==> src/fde_pkg.sv <==
/*
  Shared constants for the fault-detect enable and clear command block.
  Assumes a 200 MHz system clock and a host-driven serial command link.
*/
package fde_pkg;
  // ***********************************************************
  // Opcodes and command lengths
  // ***********************************************************
  localparam logic [7:0] FDE_OP_SETUP     = 8'h00_D0;
  localparam logic [7:0] FDE_OP_CLEAR     = 8'h00_FF;
  localparam logic [7:0] FDE_OP_ERR_READ  = 8'h00_B8;
  localparam logic [7:0] FDE_OP_ERR_MASK  = 8'h00_FE;
  localparam logic [7:0] FDE_OP_STAT_READ = 8'h00_B0;
  localparam logic [7:0] FDE_OP_VER_READ  = 8'h00_B4;
  localparam logic [7:0] FDE_OP_READ_MASK = 8'h00_FC;
  localparam logic [7:0] FDE_OP_PINSEL    = 8'h00_C0;
  localparam logic [7:0] FDE_OP_XADDR     = 8'h00_C4;
  localparam logic [7:0] FDE_OP_XPLAY     = 8'h00_C8;
  localparam logic [1:0] FDE_LEN_ONE      = 2'd1;
  localparam logic [1:0] FDE_LEN_TWO      = 2'd2;
  localparam logic [1:0] FDE_LEN_THREE    = 2'd3;
  // ***********************************************************
  // Enable / error field positions and reset value
  // ***********************************************************
  localparam int         FDE_B_BADCMD     = 0;
  localparam int         FDE_B_SPK_OPEN   = 1;
  localparam int         FDE_B_OVERTEMP   = 2;
  localparam int         FDE_B_SPK_SHORT  = 3;
  localparam int         FDE_B_FLASH      = 4;
  localparam int         FDE_B_WATCHDOG   = 5;
  localparam int         FDE_B_RECOVERY   = 6;
  localparam int         FDE_B_CLKSTOP    = 7;
  localparam logic [7:0] FDE_ENABLE_RST   = 8'h00_00;
  localparam logic [7:0] FDE_VERSION      = 8'h00_01; // Arbitrary value
  // ***********************************************************
  // Timing
  // ***********************************************************
  localparam int         FDE_WDT_W        = 16;
  localparam int         FDE_REC_W        = 16;
  localparam int         FDE_CLK_MHZ      = 200;
  localparam int         FDE_STOP_NS      = 1000;
  localparam int         FDE_STOP_CYC     = FDE_STOP_NS * FDE_CLK_MHZ / 1000;
endpackage

==> src/fde_sync.sv <==
/*
  Two-flop synchroniser for one level input.
  Assumes the input is asynchronous to clk_sys.
*/
`timescale 1ns/1ps
module fde_sync (
  input  wire logic clk_sys,
  input  wire logic sys_rst,
  input  wire logic d,
  output logic      q
);
  logic meta_r;
  // ***********************************************************
  // Sampling stages
  // ***********************************************************
  // Second stage alone reads the first
  always_ff @(posedge clk_sys) begin
    if (sys_rst) begin
      meta_r <= 1'b0;
      q      <= 1'b0;
    end else begin
      meta_r <= d;
      q      <= meta_r;
    end
  end
endmodule

==> src/fde_core.sv <==
/*
  Serial command interpreter for fault-detect enables and error clear.
  Assumes a host drives a serial clock, data and chip select; analog
  fault sources arrive as level inputs; the resonator clock is a pin.
*/
`timescale 1ns/1ps
module fde_core
  import fde_pkg::*;
(
  input  wire logic clk_sys,
  input  wire logic sys_rst,
  input  wire logic clk_en,
  input  wire logic ser_clk,
  input  wire logic ser_din,
  input  wire logic ser_csb,
  output logic      ser_dout,
  input  wire logic double_mode,
  input  wire logic wdt_kick,
  input  wire logic [4:0] fault_in,
  input  wire logic osc_clk,
  output logic      command_accept_ready,
  output logic      status_pin_one,
  output logic      status_pin_two,
  output logic [7:0] fault_detect_enable,
  output logic [7:0] error_bits
);
  // ***********************************************************
  // Pin synchronisers
  // ***********************************************************
  logic sck_s, din_s, csb_s, osc_s;
  fde_sync u_sck (.clk_sys(clk_sys), .sys_rst(sys_rst), .d(ser_clk), .q(sck_s));
  fde_sync u_din (.clk_sys(clk_sys), .sys_rst(sys_rst), .d(ser_din), .q(din_s));
  fde_sync u_csb (.clk_sys(clk_sys), .sys_rst(sys_rst), .d(ser_csb), .q(csb_s));
  fde_sync u_osc (.clk_sys(clk_sys), .sys_rst(sys_rst), .d(osc_clk), .q(osc_s));
  // Fault levels come from the analog side, two flops each
  logic [4:0] fault_s;
  for (genvar g = 0; g < 5; g++) begin : g_fault
    fde_sync u_flt (.clk_sys(clk_sys), .sys_rst(sys_rst), .d(fault_in[g]), .q(fault_s[g]));
  end

  typedef enum logic [1:0] {FDE_OPC, FDE_ARG, FDE_RD} fde_state_e;

  logic       sck_d_r, osc_d_r;
  logic [2:0] bit_cnt_r;
  logic [7:0] sh_r, tx_r, op_r;
  logic [1:0] byte_cnt_r;
  logic       half_r;
  fde_state_e st_r;
  logic [FDE_WDT_W-1:0] wdt_r;
  logic [FDE_REC_W-1:0] rec_r;
  logic       wdt_once_r, rec_run_r;
  logic [15:0] stop_cnt_r;

  // ***********************************************************
  // Decode
  // ***********************************************************
  wire        sck_rise  = sck_s & ~sck_d_r;
  wire        sck_fall  = ~sck_s & sck_d_r;
  wire        byte_done = sck_rise & ~csb_s & (bit_cnt_r == 3'd7);
  wire [7:0]  rx_byte   = {sh_r[6:0], din_s};
  // Two-times mode: second copy of each byte is the one acted on
  wire        acc_byte  = byte_done & (~double_mode | half_r);
  wire        is_clear  = (rx_byte == FDE_OP_CLEAR);
  wire        is_read   = ((rx_byte & FDE_OP_READ_MASK) == FDE_OP_STAT_READ)
                        | ((rx_byte & FDE_OP_READ_MASK) == FDE_OP_VER_READ)
                        | ((rx_byte & FDE_OP_ERR_MASK) == FDE_OP_ERR_READ);
  wire        is_three  = (rx_byte == FDE_OP_XADDR) | (rx_byte == FDE_OP_XPLAY);
  wire [1:0]  op_len    = is_clear ? FDE_LEN_ONE :
                          is_three ? FDE_LEN_THREE : FDE_LEN_TWO;
  wire        setup_wr  = acc_byte & (st_r == FDE_ARG) & (op_r == FDE_OP_SETUP);
  // Watchdog dropped when recovery also requested
  wire [7:0]  en_fix    = (rx_byte[FDE_B_WATCHDOG] & rx_byte[FDE_B_RECOVERY]) ?
                          (rx_byte & ~(8'h00_01 << FDE_B_WATCHDOG)) : rx_byte;
  wire        clear_cmd = acc_byte & (st_r == FDE_OPC) & is_clear;
  wire        wdt_ovf   = fault_detect_enable[FDE_B_WATCHDOG] & (&wdt_r);
  wire        rec_ovf   = rec_run_r & (&rec_r);
  wire        clk_stop  = stop_cnt_r >= 16'(FDE_STOP_CYC);
  // Raw fault conditions, each gated by its own enable
  wire [7:0]  raw_err   = {clk_stop, 1'b0, 1'b0, fault_s} & fault_detect_enable;
  wire [7:0]  set_err   = raw_err
                        | ({7'd0, wdt_ovf & ~wdt_once_r} << FDE_B_WATCHDOG)
                        | ({7'd0, (wdt_ovf & wdt_once_r) | rec_ovf} << FDE_B_RECOVERY);
  // Selected by the opcode being taken, not the previous one
  wire [7:0]  rd_data   = (rx_byte[2] ? FDE_VERSION :
                           ((rx_byte & FDE_OP_ERR_MASK) == FDE_OP_ERR_READ) ? error_bits :
                           {7'd0, command_accept_ready});
  wire        any_err   = |error_bits;

  assign command_accept_ready = (st_r == FDE_OPC) & csb_s;
  assign status_pin_one       = command_accept_ready;
  assign status_pin_two       = any_err;

  // ***********************************************************
  // Serial shifter and byte framing
  // ***********************************************************
  always_ff @(posedge clk_sys) begin
    if (sys_rst) begin
      sck_d_r   <= 1'b0;
      bit_cnt_r <= 3'd0;
      sh_r      <= 8'h00_00;
      half_r    <= 1'b0;
    end else if (clk_en) begin
      sck_d_r <= sck_s;
      if (csb_s) begin
        bit_cnt_r <= 3'd0;
        half_r    <= 1'b0;
      end else if (sck_rise) begin
        bit_cnt_r <= bit_cnt_r + 3'd1;
        sh_r      <= rx_byte;
        if (bit_cnt_r == 3'd7)
          half_r <= double_mode & ~half_r;
      end
    end
  end

  // ***********************************************************
  // Command state machine
  // ***********************************************************
  always_ff @(posedge clk_sys) begin
    if (sys_rst) begin
      st_r       <= FDE_OPC;
      op_r       <= 8'h00_00;
      byte_cnt_r <= 2'd0;
    end else if (clk_en) begin
      if (csb_s) begin
        st_r <= FDE_OPC;
      end else if (acc_byte) begin
        case (st_r)
          FDE_OPC: begin
            op_r       <= rx_byte;
            byte_cnt_r <= op_len - 2'd1;
            if (is_read)
              st_r <= FDE_RD;
            else if (op_len != FDE_LEN_ONE)
              st_r <= FDE_ARG;
          end
          FDE_ARG: begin
            byte_cnt_r <= byte_cnt_r - 2'd1;
            if (byte_cnt_r == 2'd1)
              st_r <= FDE_OPC;
          end
          FDE_RD:  st_r <= FDE_OPC;
          default: st_r <= FDE_OPC;
        endcase
      end
    end
  end

  // ***********************************************************
  // Enable register and read shifter
  // ***********************************************************
  always_ff @(posedge clk_sys) begin
    if (sys_rst) begin
      fault_detect_enable <= FDE_ENABLE_RST;
      tx_r                <= 8'h00_00;
      ser_dout            <= 1'b0;
    end else if (clk_en) begin
      if (setup_wr)
        fault_detect_enable <= en_fix;
      if (acc_byte & (st_r == FDE_OPC) & is_read)
        tx_r <= rd_data;
      else if (sck_fall & (st_r == FDE_RD)) begin
        ser_dout <= tx_r[7];
        tx_r     <= {tx_r[6:0], tx_r[7]};
      end
    end
  end

  // ***********************************************************
  // Watchdog, recovery counter, clock-stop monitor
  // ***********************************************************
  always_ff @(posedge clk_sys) begin
    if (sys_rst) begin
      wdt_r      <= '0;
      wdt_once_r <= 1'b0;
      rec_r      <= '0;
      rec_run_r  <= 1'b0;
      osc_d_r    <= 1'b0;
      stop_cnt_r <= 16'd0;
    end else if (clk_en) begin
      osc_d_r <= osc_s;
      if (osc_s != osc_d_r)
        stop_cnt_r <= 16'd0;
      else if (!clk_stop)
        stop_cnt_r <= stop_cnt_r + 16'd1;
      // Watchdog runs only while enabled
      if (!fault_detect_enable[FDE_B_WATCHDOG] | wdt_kick)
        wdt_r <= '0;
      else
        wdt_r <= wdt_r + 1'b1;
      if (wdt_ovf)
        wdt_once_r <= 1'b1;
      // Recovery counter starts on any latched error
      if (fault_detect_enable[FDE_B_RECOVERY] & (any_err | rec_run_r)) begin
        rec_run_r <= ~rec_ovf;
        rec_r     <= rec_r + 1'b1;
      end else begin
        rec_run_r <= 1'b0;
        rec_r     <= '0;
      end
    end
  end

  // ***********************************************************
  // Latched error bits
  // ***********************************************************
  // Set wins over clear so a standing fault stays visible
  always_ff @(posedge clk_sys) begin
    if (sys_rst)
      error_bits <= 8'h00_00;
    else if (clk_en) begin
      if (clear_cmd)
        error_bits <= set_err;
      else
        error_bits <= error_bits | set_err;
    end
  end
endmodule

==> config.mk <==
export PLATFORM = sky130hd
export DESIGN_NAME = fde_core
export DESIGN_NICKNAME = d
export VERILOG_FILES = /design/src/fde_pkg.sv /design/src/fde_sync.sv /design/src/fde_core.sv
export SDC_FILE = /design/constraint.sdc
export NUM_CORES = 1
export LEC_CHECK = 0
export ABC_AREA = 0
export BUFFER_PORTS_ARGS = -buffer_cell sky130_fd_sc_hd__buf_2
export CAP_MARGIN = 10
export CORE_ASPECT_RATIO = 0.8
export CORE_MARGIN = 2
export CORE_UTILIZATION = 55
export CTS_CLUSTER_SIZE = 25
export DETAILED_ROUTE_END_ITERATION = 7
export PLACE_DENSITY = 0.8
export SKIP_LAST_GASP = 1
export SYNTH_ARGS = -nofsm -noshare
export SYNTH_HDL_FRONTEND = slang
export SYNTH_SLANG_ARGS = --single-unit
==> constraint.sdc <==
create_clock -name clk_sys -period 4.37 [get_ports clk_sys]
set_input_delay 0.874 -clock clk_sys [delete_from_list [all_inputs] [get_ports clk_sys]]
set_output_delay 0.874 -clock clk_sys [all_outputs]
set_load 0.1 [all_outputs]
==> flow_summary.toml, run 1 <==
[setup_path]
criticalPathCategory = "flop to output pin"
end_kind = "output pin"
required_ns = 3.50
arrival_ns = 1.91
path_max_fanout = 10
start_kind = "flop"

[global_routing]
grt_pass1_wl_um = 19900
grt_pass1_vias = 4139
grt_max_degree = 51
globalRouteOverflowTotal = 0
track_usage_pct = 24.2
antenna_found_initial = 0

[clock_network]
clk_latency_ns = 0.40
cts_buffer_depth = 2
hold_buffers = 0
cts_resized = 0
cts_tree = "built"
clkTransAtPathRegs_ns = 0.05
cts_made_buffers = 17
clock_sinks = 118
root_buffer = "clkbuf_16"
htree_levels = 4
cts.repair_timing.setup_buffer_count = 0

[sta]
rsz0062_at_grt = "no"
setup_viol = 0
worst_hold_slack_ns = 0.435
finalCritPeriodShare_pct = 63.7
tightest_slew_ns = 1.01
setup_tns_ns = 0
fmaxAchievable_ghz = 0.359
fin_crit_ns = 2.79
slew_viol_final = 0
skew_ns = 0.00804
maxSlewHeadroom_pct = 32.5
hold_viol_final = 0

[status]
status = "finished clean"

[logic_synthesis]
synth_cells = 569
syn-num-nets = 590
synth-seq-cells = 118
ys_seq_area_share_pct = 46.4
synth_ff_type = "dfxtp_1"
synth_cell_types = 55
ys_async_sr_fraction_pct = 0
ys_warn_count = 0
synth-edff-count = 0
syn_area_sq_um = 5090
synth_area_per_cell_sq_um = 8.95

[final_layout]
nets = 613
drive_gt1_share_pct = 12.4
fill_cells = 695
antenna_cells = 0
multi_input_area_sq_um = 2530
ff_latch_area_sq_um = 2360
fin_util_pct = 65.7
area_growth_pct = 16.6

[routing]
first_iter_violations = 323
via_per_inst = 6.09
finalWirelength_um = 11600
wl_per_cell_um = 16.1
first_pass_iters = 6
num_vias = 4376
drc_errors = 0
ant_nets = 0

[run]
drv_cap = 0

[floorplan]
die_h_um = 90.1
start_util_pct = 56.3
die-area_sq_um = 10000
core_sq_um = 9040
die_width_um = 112
rows = 31
ios = 34

[pwr]
ir_drop_mv = 0.338
powerDensity_nw_per_um2 = 453
p_leak_uw = 0.00211

[place]
portBuffers = 33
gp_congestion = 0.887
hpwl_um = 7530

[min_path]
min_path_type = "flop to flop"
## worst paths after layout
| check | from | endpoint | slack [ns] | depth (start not counted) |
|---|---|---|---|---|
| min reg2reg | u_sck.meta_r | u_sck.q | 0.44 | 1 |
| min | u_sck.meta_r | u_sck.q | 0.44 | 1 |
| max | u_csb.q | status_pin_one | 1.58 | 2 |
| max reg2reg | bit_cnt_r[0] | tx_r[0] | 1.97 | 6 |
## routing by layer
metal	global-route usage (%)	part of all wire [%]	vias up
li1	-	-	2117
met1	31.7	45	2058
met2	38.4	46	180
met3	6.74	7.4	21
met4	8.85	1.7	0
met5	0	0	-
## sequential cells by signal, indices dropped and copies added (netlist names), 2 cells and up
signal                cells
tx_r                      8
st_r                      2
bit_cnt_r                 3
stop_cnt_r               16
byte_cnt_r                2
op_r                      8
fault_detect_enable       8
error_bits                8
sh_r                      7
g_fault.u_flt.q           5
g_fault.u_flt.meta_r      5
wdt_r                    16
rec_r                    16
## cell usage after synthesis (all sizes together) (2+ instances only)
cell type | instances | area share (%)
buf | 11 | 1.3
nand2b | 3 | 0.37
clkbuf | 22 | 1.6
nand4b | 9 | 1.5
inv | 14 | 1.0
o21ai | 29 | 2.9
a211oi | 9 | 1.3
nor3 | 7 | 0.79
a31o | 2 | 0.34
and4 | 7 | 1.2
or3b | 2 | 0.34
nor2b | 24 | 2.9
and2 | 9 | 1.1
a22oi | 2 | 0.29
and4b | 2 | 0.39
nand2 | 37 | 2.7
dfxtp | 118 | 46
mux2i | 11 | 2.2
a21o | 5 | 0.74
ha | 7 | 1.7
nand3 | 35 | 3.4
o41ai | 2 | 0.34
nor4 | 9 | 1.6
o31ai | 6 | 0.88
or4 | 6 | 0.88
and3 | 6 | 0.74
or3 | 5 | 0.71
xor2 | 17 | 2.9
a21oi | 47 | 4.6
nor4bb | 2 | 0.39
nor2 | 46 | 3.4
nand4 | 21 | 2.6
a31oi | 4 | 0.49
xnor2 | 10 | 1.7
nand3b | 3 | 0.44
a311oi | 9 | 1.5
## placed cells by master, fill, tap and decap left out, drive strengths merged, types with 2 or more instances in the layout
master,count
xnor2,10
mux2i,11
dfxtp,118
a22oi,2
inv,14
o21ai,29
and3,6
nor4bb,2
a31o,2
nand2b,3
bufinv,5
nand2,37
and4b,2
and4,7
nor4,9
nor2b,24
nand3,35
a21o,5
or3,5
o31ai,6
nand4b,9
ha,7
and2,9
buf,37
nor2,46
clkbuf,23
nor3,7
a31oi,4
xor2,17
a311oi,9
a211oi,9
or4,6
nand3b,3
o41ai,2
nand4,21
or3b,2
a21oi,47
clkinvlp,2
## stage by stage
stage               instances  worst slack, ns  total power [uW]  cell area (sq um)
floorplan                 569           0.0313              1170               5090
global placement          688             1.81              1190               5290
detailed placement        688             1.75              1190               5290
CTS                       719             1.59              2710               5930
global route              719             1.50              2770               5930
finish                    719             1.58              2690               5930
## cell type report
type,instances,share of cell area [%]
inverter,14,0.886
clock inverter,8,2.87
timing repair buffer,37,3.29
multi-input combinational,404,42.7
sequential,118,39.8
tap,115,2.42
clock buffer,23,8.05
## cell families (layout without fill, tap and decap cells)
family | count (synthesis) | in the layout | share of synthesized area [%]
flops | 118 | 118 | 46.4
compound gates | 122 | 122 | 14.8
buf+inv | 47 | 82 | 3.98
fa+ha+maj | 7 | 7 | 1.72
mux | 11 | 11 | 2.16
simple gates | 237 | 237 | 26.3
xor+xnor | 27 | 27 | 4.64
## power breakdown
group	internal (uW)	total, uW	switching [uW]
sequential	1090	1100	8.63
clock	1050	1520	470
combinational	23.1	70.1	47.1
total	2160	2690	525
## critical path, cell delays in order (launching register included)
cell and delay, ns:
dfxtp_1 0.56, nor3b_1 0.44, buf_2 0.51
Note: power is estimated with default switching activity, not from simulation.
==> run 2, diff against run 1 <==
- clock period: 4.37 -> 2.6 ns (I/O delays scaled with it)
==> flow_summary.toml, run 2 (synthesis results as in run 1) <==
[place]
gp_congestion = 0.857
placed_cells = 693
hpwl_um = 7860
portBuffers = 33

[setup_path]
required_ns = 2.08
end_kind = "output pin"
path_max_fanout = 10
ff2ff_setup_slack_ns = 0.38
start_kind = "flop"
arrival_ns = 1.77
criticalPathCategory = "flop to output pin"

[final_layout]
layout_common_cells = "dfxtp_1 (118), a21oi_1 (47), nor2_1 (46), nand2_1 (37), nand3_1 (35)"
fill_cells = 716
fin_util_pct = 65.9
drive_gt1_share_pct = 13.3
top_regs = "rec_r: 16 flops, stop_cnt_r: 16 flops, wdt_r: 16 flops"
area_growth_pct = 17.1
stdcell_count = 723
final_common_cell = "dfxtp_1"
antenna_cells = 0
nets = 618

[clock_network]
htree_levels = 4
cts.repair_timing.setup_buffer_count = 0
root_buffer = "clkbuf_16"
clock_sinks = 118
cts_resized = 0
cts_made_buffers = 17
clkTransAtPathRegs_ns = 0.05
cts_tree = "built"
cts_buffer_depth = 2
hold_buffers = 0
clk_latency_ns = 0.41

[floorplan]
die_h_um = 90.1
core_sq_um = 9040
rows = 31
ios = 34
start_util_pct = 56.3
die_width_um = 112
die-area_sq_um = 10000

[global_routing]
track_usage_pct = 25.0
grt_pass1_vias = 4234
antenna_found_initial = 0
globalRouteOverflowTotal = 0
grt_max_degree = 44
grt_pass1_wl_um = 20500

[pwr]
ir_drop_mv = 0.531
powerDensity_nw_per_um2 = 738
power_uw = 4400
p_leak_uw = 0.00213

[sta]
worst_hold_slack_ns = 0.313
rsz0062_at_grt = "no"
tightest_slew_ns = 0.699
skew_ns = 0.00546
setup_viol = 0
hold_viol_final = 0
fmaxAchievable_ghz = 0.437
finalCritPeriodShare_pct = 87.9
setup_tns_ns = 0
maxSlewHeadroom_pct = 52.9
fin_crit_ns = 2.29
slew_viol_final = 0

[routing]
drc_errors = 0
via_per_inst = 6.07
first_pass_iters = 5
ant_nets = 0
finalWirelength_um = 12000
first_iter_violations = 355
wl_per_cell_um = 16.6
num_vias = 4386

[min_path]
min_path_type = "primary input to flop"

[run]
drv_cap = 0

[status]
status = "finished clean"
[run 2: layout make-up]
| type | count | area [sq um] | share of cell area (%) |
|---|---|---|---|
| clock buffer | 21 | 460 | 7.73 |
| clock inverter | 9 | 151 | 2.54 |
| inverter | 14 | 52.6 | 0.882 |
| multi-input combinational | 404 | 2540 | 42.7 |
| sequential | 118 | 2360 | 39.6 |
| tap | 115 | 144 | 2.41 |
| timing repair buffer | 42 | 245 | 4.12 |
[run 2: final timing paths]
check                                             start                 endpoint  cells after the start
worst max-delay path                            u_csb.q     command_accept_ready                      2
worst min-delay path                        fault_in[4]  g_fault[4].u_flt.meta_r                      2
worst max register to register             bit_cnt_r[0]            error_bits[1]                      6
worst min register to register  g_fault[2].u_flt.meta_r       g_fault[2].u_flt.q                      1
[run 2: metal layers]
layer	track usage, %	up-vias	share of wire, %
li1	-	2117	-
met1	32.9	2093	45
met2	39.8	157	47
met3	6.47	19	6.5
met4	9.47	0	1.5
met5	0	-	0
[run 2: worst max-delay path, cell delays in order (launching register included)]
cell and delay (ns):
dfxtp_1 0.59, nor3b_4 0.30, buf_2 0.46
[run 2: power by group]
part	internal (uW)	total, uW	leakage [uW]	switching [uW]
sequential	1830	1850	0.000955	16.5
combinational	44.3	124	0.000880	79.9
clock	1640	2430	0.000299	789
total	3510	4400	0.00213	885
[run 2: through the flow]
step / setup slack [ns] / area (sq um)
floorplan: 0.176 / 5100
global placement: 0.536 / 5350
detailed placement: 0.476 / 5350
CTS: 0.334 / 5960
global route: 0.177 / 5960
finish: 0.314 / 5960
